--- src/inc/tcsc_pkg.sv ---
// Package with constants and carrier types for the tape control status check block.
`default_nettype none
package tcsc_pkg;

  // Control orders issued with a control tag.
  typedef enum logic [2:0] {
    TCSC_ORD_RWD_UNLOAD,
    TCSC_ORD_SET_HIGH_SENSE,
    TCSC_ORD_SET_ALT_DENSITY,
    TCSC_ORD_SET_LOW_SENSE,
    TCSC_ORD_SECURE_ERASE,
    TCSC_ORD_SET_ERASE,
    TCSC_ORD_REWIND,
    TCSC_ORD_GAIN_BURST_LP
  } tcsc_order_t;

  // Response byte bit positions.
  localparam int unsigned TCSC_RSP_RWD_UNLOAD_BIT = 0;
  localparam int unsigned TCSC_RSP_SPARE_BIT      = 1;
  localparam int unsigned TCSC_RSP_HIGH_SENSE_BIT = 2;
  localparam int unsigned TCSC_RSP_ALT_DENS_BIT   = 3;
  localparam int unsigned TCSC_RSP_LOW_SENSE_BIT  = 4;
  localparam int unsigned TCSC_RSP_SEC_ERASE_BIT  = 5;
  localparam int unsigned TCSC_RSP_SET_ERASE_BIT  = 6;
  localparam int unsigned TCSC_RSP_REWIND_BIT     = 7;

  // Special response values.
  localparam logic [7:0] TCSC_RSP_NONE       = 8'h00;
  localparam logic [7:0] TCSC_RSP_GAIN_BURST = 8'h12;
  localparam logic [7:0] TCSC_RSP_THRESH     = 8'h14;

  // Sense byte 10 bit positions and sense byte 10 and 23 reset values.
  localparam int unsigned TCSC_S10_REJECT_BIT   = 2;
  localparam int unsigned TCSC_S10_TURN_ERR_BIT = 4;
  localparam logic [7:0]  TCSC_S10_RESET        = 8'h00;
  localparam logic [7:0]  TCSC_S23_RESET        = 8'h00;

  // Timing: turnaround limit and start-marker search time.
  localparam int unsigned TCSC_CLK_MHZ          = 125;
  localparam int unsigned TCSC_TURN_LIMIT_US    = 20;
  localparam int unsigned TCSC_TURN_LIMIT_CYC   = TCSC_TURN_LIMIT_US * TCSC_CLK_MHZ;
  localparam int unsigned TCSC_MARKER_WAIT_US   = 40;
  localparam int unsigned TCSC_MARKER_WAIT_CYC  = TCSC_MARKER_WAIT_US * TCSC_CLK_MHZ;

  // Order request from the sequencer.
  typedef struct packed {
    logic        valid;
    tcsc_order_t order;
  } tcsc_req_t;

  // Sense output bundle.
  typedef struct packed {
    logic [7:0] byte10;
    logic [7:0] byte23;
  } tcsc_sense_t;

endpackage : tcsc_pkg
`default_nettype wire

--- src/core/tcsc_expect.sv ---
// Expected response pattern lookup and response judgement.
`timescale 1ns/1ns
`default_nettype none
module tcsc_expect (
  // Order and captured response
  input  wire tcsc_pkg::tcsc_order_t i_order,
  input  wire logic [7:0]            i_rsp,
  // Judgement
  output logic                       o_reject
);

  logic [7:0] exp_byte;
  logic [7:0] extra;

  always_comb begin
    exp_byte = tcsc_pkg::TCSC_RSP_NONE;
    unique case (i_order)
      tcsc_pkg::TCSC_ORD_RWD_UNLOAD:     exp_byte[tcsc_pkg::TCSC_RSP_RWD_UNLOAD_BIT] = 1'b1;
      tcsc_pkg::TCSC_ORD_SET_HIGH_SENSE: exp_byte[tcsc_pkg::TCSC_RSP_HIGH_SENSE_BIT] = 1'b1;
      tcsc_pkg::TCSC_ORD_SET_ALT_DENSITY: exp_byte[tcsc_pkg::TCSC_RSP_ALT_DENS_BIT] = 1'b1;
      tcsc_pkg::TCSC_ORD_SET_LOW_SENSE:  exp_byte[tcsc_pkg::TCSC_RSP_LOW_SENSE_BIT] = 1'b1;
      tcsc_pkg::TCSC_ORD_SECURE_ERASE:   exp_byte[tcsc_pkg::TCSC_RSP_SEC_ERASE_BIT] = 1'b1;
      tcsc_pkg::TCSC_ORD_SET_ERASE:      exp_byte[tcsc_pkg::TCSC_RSP_SET_ERASE_BIT] = 1'b1;
      tcsc_pkg::TCSC_ORD_REWIND:         exp_byte[tcsc_pkg::TCSC_RSP_REWIND_BIT] = 1'b1;
      tcsc_pkg::TCSC_ORD_GAIN_BURST_LP:  exp_byte = tcsc_pkg::TCSC_RSP_GAIN_BURST;
    endcase
    // Sense-threshold bits may ride along with the proper answer.
    extra = i_rsp & ~exp_byte;
    if (i_rsp == tcsc_pkg::TCSC_RSP_NONE) begin
      o_reject = 1'b1;
    end else if ((i_rsp & exp_byte) != exp_byte) begin
      o_reject = 1'b1;
    end else begin
      o_reject = |(extra & ~tcsc_pkg::TCSC_RSP_THRESH);
    end
  end

endmodule : tcsc_expect
`default_nettype wire

--- src/core/tcsc_top.sv ---
// Control status check and turnaround supervision for the tape controller.
//
// Function
// - Turnaround counter overflow sets sense 10 bit 4.
// - Reversal only read-to-write or backward-to-forward.
// - Missed start marker after burst sets bit 4; checked in backward read only.
// - Wrong control status sets sense 10 bit 2.
// - Sense byte 23 holds the received response when it is rejected.
// - All-zero response counts as a reject.
// - Value 12 hex valid for gain burst order.
// - Other multi-bit responses rejected, thresholds excepted.
// - Reject may also arise during data commands; here only the answer to a control order is checked.
`timescale 1ns/1ns
`default_nettype none
module tcsc_top #(
  parameter int unsigned TURN_LIMIT_CYC  = tcsc_pkg::TCSC_TURN_LIMIT_CYC,
  parameter int unsigned MARKER_WAIT_CYC = tcsc_pkg::TCSC_MARKER_WAIT_CYC
) (
  // Clock, reset, enable
  input  wire  logic                   i_core_clk,
  input  wire  logic                   i_rst_b,
  input  wire  logic                   i_ce,
  // Control order and unit answer
  input  wire  tcsc_pkg::tcsc_req_t    i_req,
  input  wire  logic                   i_rsp_valid,
  input  wire  logic [7:0]             i_unit_response_byte,
  // Tape motion pins
  input  wire  logic                   i_write_status,
  input  wire  logic                   i_backward,
  input  wire  logic                   i_motion_reversed,
  input  wire  logic                   i_gain_setup_burst,
  input  wire  logic                   i_tape_start_marker,
  // Sense control
  input  wire  logic                   i_sense_reset,
  // Sense and status
  output logic [7:0]                   o_sense_byte10,
  output logic [7:0]                   o_sense_byte23,
  output logic                         o_reversal_busy
);

  localparam int unsigned CW = 32;
  // Pin slots in the synchroniser bank.
  localparam int unsigned NPIN    = 5;
  localparam int unsigned PIN_WR  = 0;
  localparam int unsigned PIN_BK  = 1;
  localparam int unsigned PIN_REV = 2;
  localparam int unsigned PIN_BST = 3;
  localparam int unsigned PIN_MRK = 4;


  typedef enum logic [1:0] {
    TCSC_IDLE,
    TCSC_AWAIT_RSP
  } tcsc_ord_st_t;

  typedef struct packed {
    tcsc_ord_st_t         ord_st;
    tcsc_pkg::tcsc_order_t order;
    logic [NPIN-1:0]      sync0;
    logic [NPIN-1:0]      sync1;
    logic [NPIN-1:0]      sync2;
    logic [NPIN-1:0]      pin_q;
    logic                 rev_busy;
    logic [CW-1:0]        rev_cnt;
    logic                 mark_busy;
    logic [CW-1:0]        mark_cnt;
    tcsc_pkg::tcsc_sense_t sense;
  } tcsc_state_t;

  tcsc_state_t state_ff;
  tcsc_state_t nxt_state;
  logic        rsp_reject;
  logic [NPIN-1:0] pin_raw;
  logic [NPIN-1:0] pin_lvl;

  // Every state bit has a known value after reset; the pin history starts at the idle low level.
  localparam tcsc_state_t ST_RESET = '{
    ord_st:    TCSC_IDLE,
    order:     tcsc_pkg::TCSC_ORD_RWD_UNLOAD,
    sync0:     '0,
    sync1:     '0,
    sync2:     '0,
    pin_q:     '0,
    rev_busy:  1'b0,
    rev_cnt:   '0,
    mark_busy: 1'b0,
    mark_cnt:  '0,
    sense:     '{byte10: tcsc_pkg::TCSC_S10_RESET, byte23: tcsc_pkg::TCSC_S23_RESET}
  };

  // Pin order in the bank follows the slot numbers above.
  assign pin_raw = {i_tape_start_marker,
                    i_gain_setup_burst,
                    i_motion_reversed,
                    i_backward,
                    i_write_status};

  // A level moves only when the last two stages agree, so a single unsettled sample never counts.
  for (genvar k = 0; k < NPIN; k++) begin : g_pin
    assign pin_lvl[k] = (state_ff.sync2[k] == state_ff.sync1[k]) ? state_ff.sync2[k] : state_ff.pin_q[k];
  end

  tcsc_expect u_expect (
    .i_order  (state_ff.order),
    .i_rsp    (i_unit_response_byte),
    .o_reject (rsp_reject)
  );

  // Decoded pin levels and timer events.
  logic wr_now;
  logic bk_now;
  logic rev_now;
  logic burst_now;
  logic mark_now;
  logic burst_seen;
  logic rev_start;
  logic rev_over;
  logic mark_over;

  always_comb begin
    nxt_state = state_ff;
    // Pins pass three flops before anything reads them.
    nxt_state.sync0 = pin_raw;
    nxt_state.sync1 = state_ff.sync0;
    nxt_state.sync2 = state_ff.sync1;
    nxt_state.pin_q = pin_lvl;
    wr_now     = pin_lvl[PIN_WR];
    bk_now     = pin_lvl[PIN_BK];
    rev_now    = pin_lvl[PIN_REV];
    burst_now  = pin_lvl[PIN_BST];
    mark_now   = pin_lvl[PIN_MRK];
    burst_seen = 1'b0;
    // Read-to-write or backward-to-forward, taken from the filtered levels.
    rev_start  = (wr_now & ~state_ff.pin_q[PIN_WR]) | (~bk_now & state_ff.pin_q[PIN_BK]);
    // Counters stop one short of the limit, so the overflow lands on the limit's own cycle.
    rev_over   = state_ff.rev_cnt >= CW'(TURN_LIMIT_CYC - 1);
    mark_over  = state_ff.mark_cnt >= CW'(MARKER_WAIT_CYC - 1);

    if (i_sense_reset) begin
      nxt_state.sense.byte10 = tcsc_pkg::TCSC_S10_RESET;
      nxt_state.sense.byte23 = tcsc_pkg::TCSC_S23_RESET;
    end

    // Reversal starts only on read-to-write or backward-to-forward.
    if (rev_start) begin
      nxt_state.rev_busy = 1'b1;
      nxt_state.rev_cnt  = '0;
    end else if (state_ff.rev_busy) begin
      if (rev_now) begin
        nxt_state.rev_busy = 1'b0;
      end else if (rev_over) begin
        nxt_state.rev_busy = 1'b0;
        nxt_state.sense.byte10[tcsc_pkg::TCSC_S10_TURN_ERR_BIT] = 1'b1;
      end else begin
        nxt_state.rev_cnt = state_ff.rev_cnt + CW'(1);
      end
    end

    // Backward read: the start marker must follow the burst in time.
    // Leaving backward motion cancels the wait, since the marker can no longer come.
    burst_seen = burst_now & bk_now & ~wr_now;
    if (burst_seen & ~state_ff.mark_busy) begin
      nxt_state.mark_busy = 1'b1;
      nxt_state.mark_cnt  = '0;
    end else if (state_ff.mark_busy) begin
      if (mark_now | ~bk_now) begin
        nxt_state.mark_busy = 1'b0;
      end else if (mark_over) begin
        nxt_state.mark_busy = 1'b0;
        nxt_state.sense.byte10[tcsc_pkg::TCSC_S10_TURN_ERR_BIT] = 1'b1;
      end else begin
        nxt_state.mark_cnt = state_ff.mark_cnt + CW'(1);
      end
    end

    // Order sequencing; the check runs only on the answer to a latched control order.
    unique case (state_ff.ord_st)
      TCSC_IDLE: begin
        if (i_req.valid) begin
          nxt_state.order  = i_req.order;
          nxt_state.ord_st = TCSC_AWAIT_RSP;
        end
      end
      TCSC_AWAIT_RSP: begin
        if (i_rsp_valid) begin
          nxt_state.ord_st = TCSC_IDLE;
          if (rsp_reject) begin
            nxt_state.sense.byte10[tcsc_pkg::TCSC_S10_REJECT_BIT] = 1'b1;
            nxt_state.sense.byte23 = i_unit_response_byte;
          end
        end
      end
      default: begin
        nxt_state.ord_st = TCSC_IDLE;
      end
    endcase
  end

  // A low enable holds every bit, the timers included, so a paused block loses no time.
  always_ff @(posedge i_core_clk or negedge i_rst_b) begin
    if (!i_rst_b) begin
      state_ff <= ST_RESET;
    end else if (i_ce) begin
      state_ff <= nxt_state;
    end
  end

  // Outputs come straight from the state register.
  assign o_sense_byte10  = state_ff.sense.byte10;
  assign o_sense_byte23  = state_ff.sense.byte23;
  assign o_reversal_busy = state_ff.rev_busy;

endmodule : tcsc_top
`default_nettype wire

--- config.mk ---
export PLATFORM = sky130hd
export DESIGN_NAME = tcsc_top
export DESIGN_NICKNAME = d
export VERILOG_FILES = /design/src/inc/tcsc_pkg.sv /design/src/core/tcsc_expect.sv /design/src/core/tcsc_top.sv
export SDC_FILE = /design/constraint.sdc
export NUM_CORES = 1
export LEC_CHECK = 0
export ABC_AREA = 1
export ABC_CLOCK_PERIOD_IN_PS = 3390
export BUFFER_PORTS_ARGS = -buffer_cell sky130_fd_sc_hd__buf_2
export CORE_MARGIN = 2
export CORE_UTILIZATION = 55
export CTS_BUF_LIST = sky130_fd_sc_hd__clkbuf_2 sky130_fd_sc_hd__clkbuf_4 sky130_fd_sc_hd__clkbuf_8
export DETAILED_ROUTE_END_ITERATION = 6
export PLACE_DENSITY = 0.79
export SYNTH_ARGS = -nofsm -noshare
export SYNTH_HDL_FRONTEND = slang
export SYNTH_SLANG_ARGS = --single-unit
--- constraint.sdc ---
create_clock -name i_core_clk -period 3.39 [get_ports i_core_clk]
set_input_delay 0.1695 -clock i_core_clk [delete_from_list [all_inputs] [get_ports i_core_clk]]
set_output_delay 0.1695 -clock i_core_clk [all_outputs]
set_load 0.02 [all_outputs]
* Word-level counts from Yosys, hierarchy flattened
Index checks and enable logic that the tools add are counted.
Operators by class: $add $sub $neg 2, equal/unequal tests 20, reductions and logical operators 11, bitwise operators 14, magnitude comparators 2, multiplexer cells 45
Operators with widths (count):
- 33-bit two-way mux | 4
- 32-bit two-way mux | 4
- 32-bit by 1-bit adder with 32-bit output, second input constant | 2
- 32-bit by 12-bit greater-or-equal comparator with 1-bit output, second input constant | 1
- 32-bit by 13-bit greater-or-equal comparator with 1-bit output, second input constant | 1
- 1-bit two-way mux | 30
- 8-bit two-way mux | 3
- 8-bit AND | 2
- 13-bit two-way mux | 1
- 3-bit == test, second input constant | 4
- 8-bit logical NOT | 1
- 2-bit inequality test, second input constant | 4
- 8-bit inequality test | 1
- 8-bit inverter | 1
- 4-bit AND reduction | 2
- 3-bit by 2-bit == test with 1-bit output, second input constant | 2
- 3-bit AND reduction | 2
- 6-bit OR reduction | 1
- 1-bit AND | 5
- 1-bit == test | 5
- 5-bit two-way mux | 1
- 2-bit by 1-bit inequality test with 1-bit output, second input constant | 2
- 1-bit inverter | 4
- 2-bit one-hot mux with 2 select lines | 1
- other kinds (8) | 10
Word-level totals: flip-flop bits (word level) 101, input bits 22, output and inout bits 17

* Logic depth before layout (Yosys ltp)
depth after elaboration 11, depth in mapped cells 12, depth with buffers taken out 11

* Modules after synthesis
From an unflattened synthesis, not the netlist that was laid out.
Unflattened totals: cell total of the unflattened synthesis 616, area total of the unflattened synthesis 4992.3 µm²
Modules (own cells, without submodules):
- tcsc_top | seq. area each 2502.4 µm², instances 1, cells an instance 572, area an instance 4807.1 µm²
- tcsc_expect | seq. area each 0.0 µm², instances 1, cells an instance 44, area an instance 185.2 µm²

* Least setup slack after synthesis
OpenSTA, ideal clock, no wires.
kind flip-flop to flip-flop, from register state_ff[49] (netlist bit), to register state_ff[54] (netlist bit), arrival time 1495 ps, path slack 1778 ps, required time 3273 ps, cell stages (with the launch flop) 13, buffers on the path 1, cell sequence dfrtp_1 > ha_1 > nor2_1 > nand3_1 > nand2_1 > nand2_1 > nand2_1 > nand2_1 > nand2_1 > nand3_1 > buf_4 > nand2_1 > nand2_1
On the way: cells in the longest elaborated chain, start to end 5, elaborated cells between the ends (all ways) 8, those cells by class add/sub (1); order compare (1); eq/ne (1); mux (4); reduce/logical (1)
Ends and longest elaborated chain:
- start, declared | line tcsc_top.sv:70 | tcsc_state_t state_ff;
- start signal, assigned | line tcsc_top.sv:204 | state_ff <= nxt_state;
- 32-bit by 1-bit adder with 32-bit output | line tcsc_top.sv:155 | nxt_state.rev_cnt = state_ff.rev_cnt + CW'(1);
- 32-bit two-way mux | line tcsc_top.sv:151 | end else if (rev_over) begin
- 32-bit two-way mux | line tcsc_top.sv:149 | if (rev_now) begin
- 33-bit two-way mux | line tcsc_top.sv:148 | end else if (state_ff.rev_busy) begin
- 33-bit two-way mux | line tcsc_top.sv:145 | if (rev_start) begin
Parallel ways exist; a longest one is shown, timed or not. The select of a mux whose other input is x is not followed. A chain may end at the register's enable or synchronous reset.

* Final worst setup path
from register state_ff[49] (netlist bit), to register state_ff[64] (netlist bit)
The elaborated chain is that of the path after synthesis.

==> impl_metrics.tcl <==
set metrics [dict create \
    cp.arrival_ns 2.50 \
    overflow 0 \
    cts_setup_buffers 0 \
    cp_num_buf_inv 0 \
    grt_max_degree 60 \
    finalNetCount 662 \
    status "finished, final reports clean" \
    dr.first_iter.drc_count 206 \
    worstMarginPinSlew_ns 0.9207 \
    syn_to_final_growth_pct 7.431 \
    drt-total-wl_mm 9.259 \
    fin_worst_skew_ns 0.01320 \
    clock_sinks 100 \
    slew_violations 0 \
    critPathLaunchType "register" \
    synth_ff_type "dfrtp_1" \
    placementRows 34 \
    numCtsBuffers 9 \
    hold_viol_final 0 \
    worst_path_max_delay_cell "nand2_1" \
    period_needed_ns 2.320 \
    tritoncts "done" \
    endpoint_kind "register" \
    yosys-top-cells-area "dfrtp_1 (50%), nand2_1 (14%), nand3_1 (7.4%)" \
    crit_type "reg -> reg" \
    synth_seq_area_share_pct 49.88 \
    reg2reg_depth 9 \
    vias 3960 \
    cp_slowest_stage_delay_ns 0.69 \
    cts-root-buf "clkbuf_8" \
    gp_congestion 0.9100 \
    die_area_um2 9902 \
    initial_core_util_pct 57.25 \
    ctsResizeCount 0 \
    max_freq_mhz 431.1 \
    clock_latency_ns 0.36 \
    cts_max_level 3 \
    max_slew_margin_pct 38.47 \
    peakVddDrop_v 0.0002730 \
    cts.path.max_buffers 2 \
    vias_per_cell 5.280 \
    antenna_left 0 \
    fin_ws_ns 1.070 \
    routedWlPerCell_um 12.35 \
    worst-path-stages 9 \
    cp_max_fo 32 \
    final.period_utilization_pct 68.43 \
    cap_violations 0 \
    place_ws_ns 1.090 \
    ys_ff_latch 100 \
    antenna_found_initial 0 \
    ys_warn_count 0 \
    hpwl_mm 6.345 \
    synth_top_area_cell "dfrtp_1" \
    synth_edf_count 0 \
    die_w_um 99.51 \
    clk_pin_slew_ns 0.10 \
    hold_buffers 2 \
    avgSynthCellArea_um2 8.066 \
    diodes 0 \
    cp-startpoint "state_ff[49]" \
    synthesis.area_um2 5017 \
    drive_gt1_share_pct 9.813 \
    async_flop_share_pct 100.0 \
    r2r-start "state_ff[49]" \
    synth_cells 622 \
    pwr_density_cell_nw_per_um2 486.2 \
    total_leakage_power_nw 2.741 \
    r2r-end "state_ff[64]" \
    die_y_um 99.51 \
    synth_top_area_share_pct 49.88 \
    core_area_um2 8763 \
    synth_cell_types 35 \
    first_pass_iters 5 \
    cp_common_cell "nand2_1" \
    grt.total_usage_pct 20.28 \
    crit_end "state_ff[64]" \
    min_path_type "in -> reg" \
    numPortBuffers 32 \
    crit_family "simple AND/OR/NAND/NOR gates" \
    cp.required_ns 3.57 \
    rsz0062_at_grt "false" \
    drc_errors 0 \
    ff2ff_setup_slack_ns 1.07 \
    setup-tns-final_ns 0 \
    grt_pass1_vias 3723 \
    finalSetupViolations 0 \
    crit_chain "ha_1 -> nor2_1 -> nand3_1 -> nand2_1 -> nand2_1 -> nand2_1 -> nand3_1 -> nand2_1 -> a21boi_0" \
    ios 39 \
    grt_pass1_wl_mm 16.36 \
]
==> Yosys cell counts, types with 3 or more instances <==
cell type and number:
buf_2 8, nand3_1 74, o21bai_1 4, buf_4 19
nor2_1 86, nand2_1 186, nor2_2 3, clkbuf_1 9
a21boi_0 35, dfrtp_1 100, nand4_1 7, o21ai_0 15
a21oi_1 4, nand3b_1 4, inv_1 34, xor2_1 8
==> worst min-delay path, delay by kind of cell <==
kind	cells	cell delay (ns)
buffers and inverters	1	0.07
and+or+nand+nor	2	0.09
==> metal layers <==
layer / GRT usage (%) / vias up / part of all wire, %
met5: 0 / - / 0
met4: 6.849 / 0 / 0.82
met3: 4.076 / 4 / 3.8
met2: 33.94 / 67 / 48
met1: 26.56 / 1884 / 47
li1: - / 2005 / -
==> flip-flops by register name (all words and copies together), names as in the netlist <==
register	flops
o_sense_byte10	2
nxt_state	10
state_ff	79
o_reversal_busy	1
o_sense_byte23	8
==> how the worst min path moves through the flow <==
stage | start | endpoint | cells past startpoint
4_1_cts | i_backward | nxt_state[93] | 3
6_report | i_backward | nxt_state[93] | 3
5_1_grt | i_backward | nxt_state[93] | 3
3_3_place_gp | i_rst_b | o_sense_byte23[7] | 1
3_5_place_dp | i_rst_b | o_sense_byte23[0] | 1
2_1_floorplan | i_rst_b | nxt_state[87] | 0
==> placed cells by master, fill, tap and decap left out, types with 2 or more instances in the layout <==
master         netlist  layout
nand2_1            186     186
dfrtp_1            100     100
nor2_1              86      86
nand3_1             74      74
a21boi_0            35      35
inv_1               34      34
buf_2                8      31
o21ai_0             15      15
clkbuf_8             0      10
xor2_1               8       8
nand4_1              7       7
conb_1               1       6
buf_4               19       5
nand3b_1             4       4
a21oi_1              4       4
o21bai_1             4       4
nor2_2               3       3
bufinv_16            0       3
inv_2                2       2
mux2i_1              2       2
a21oi_4              2       2
a21boi_1             2       2
nor3b_1              2       2
xnor2_1              2       2
ha_1                 2       2
clkinv_2             0       2
dlygate4sd3_1        0       2
==> power breakdown <==
group | leakage [nW] | switching [W] | total [W] | internal [W]
Sequential | 1.35 | 0.0000810 | 0.00134 | 0.00126
Clock | 0.122 | 0.000393 | 0.000898 | 0.000504
Combinational | 1.27 | 0.000266 | 0.000379 | 0.000113
==> layout make-up <==
class,instances,area [um2]
Tap cell,108,135.1
Multi-Input combinational cell,453,2167
Clock buffer,10,137.6
Fill cell,760,3373
Timing Repair Buffer,38,212.7
Inverter,36,135.1
Sequential cell,100,2502
Clock inverter,5,100.1
==> cell families after synthesis <==
family	Yosys count	share of synthesized area (%)
buffers and inverters	74	7.307
xor gates and xnor gates	10	1.746
other	1	0.07474
muxes	2	0.3990
adders and majority gates	2	0.4987
AOI/OAI and AO/OA	65	9.102
and+or+nand+nor	368	31.00
DFF	100	49.88
==> per-stage QoR <==
step / util [%] / instances / hold WS [ns] / power (W) / instance area, um2
after CTS: 61.51 / 750 / 0.0006777 / 0.002651 / 5390
after floorplan: - / 627 / -0.1261 / 0.001659 / 5036
after detailed placement: 58.57 / 733 / 0.1035 / 0.001747 / 5132
final: 61.51 / 750 / 0.02061 / 0.002621 / 5390
after global placement: 58.57 / 733 / 0.1019 / 0.001731 / 5132
after global routing: 61.51 / 750 / 0.01462 / 0.002757 / 5390
No activity file was read; power rests on OpenSTA's default activity.
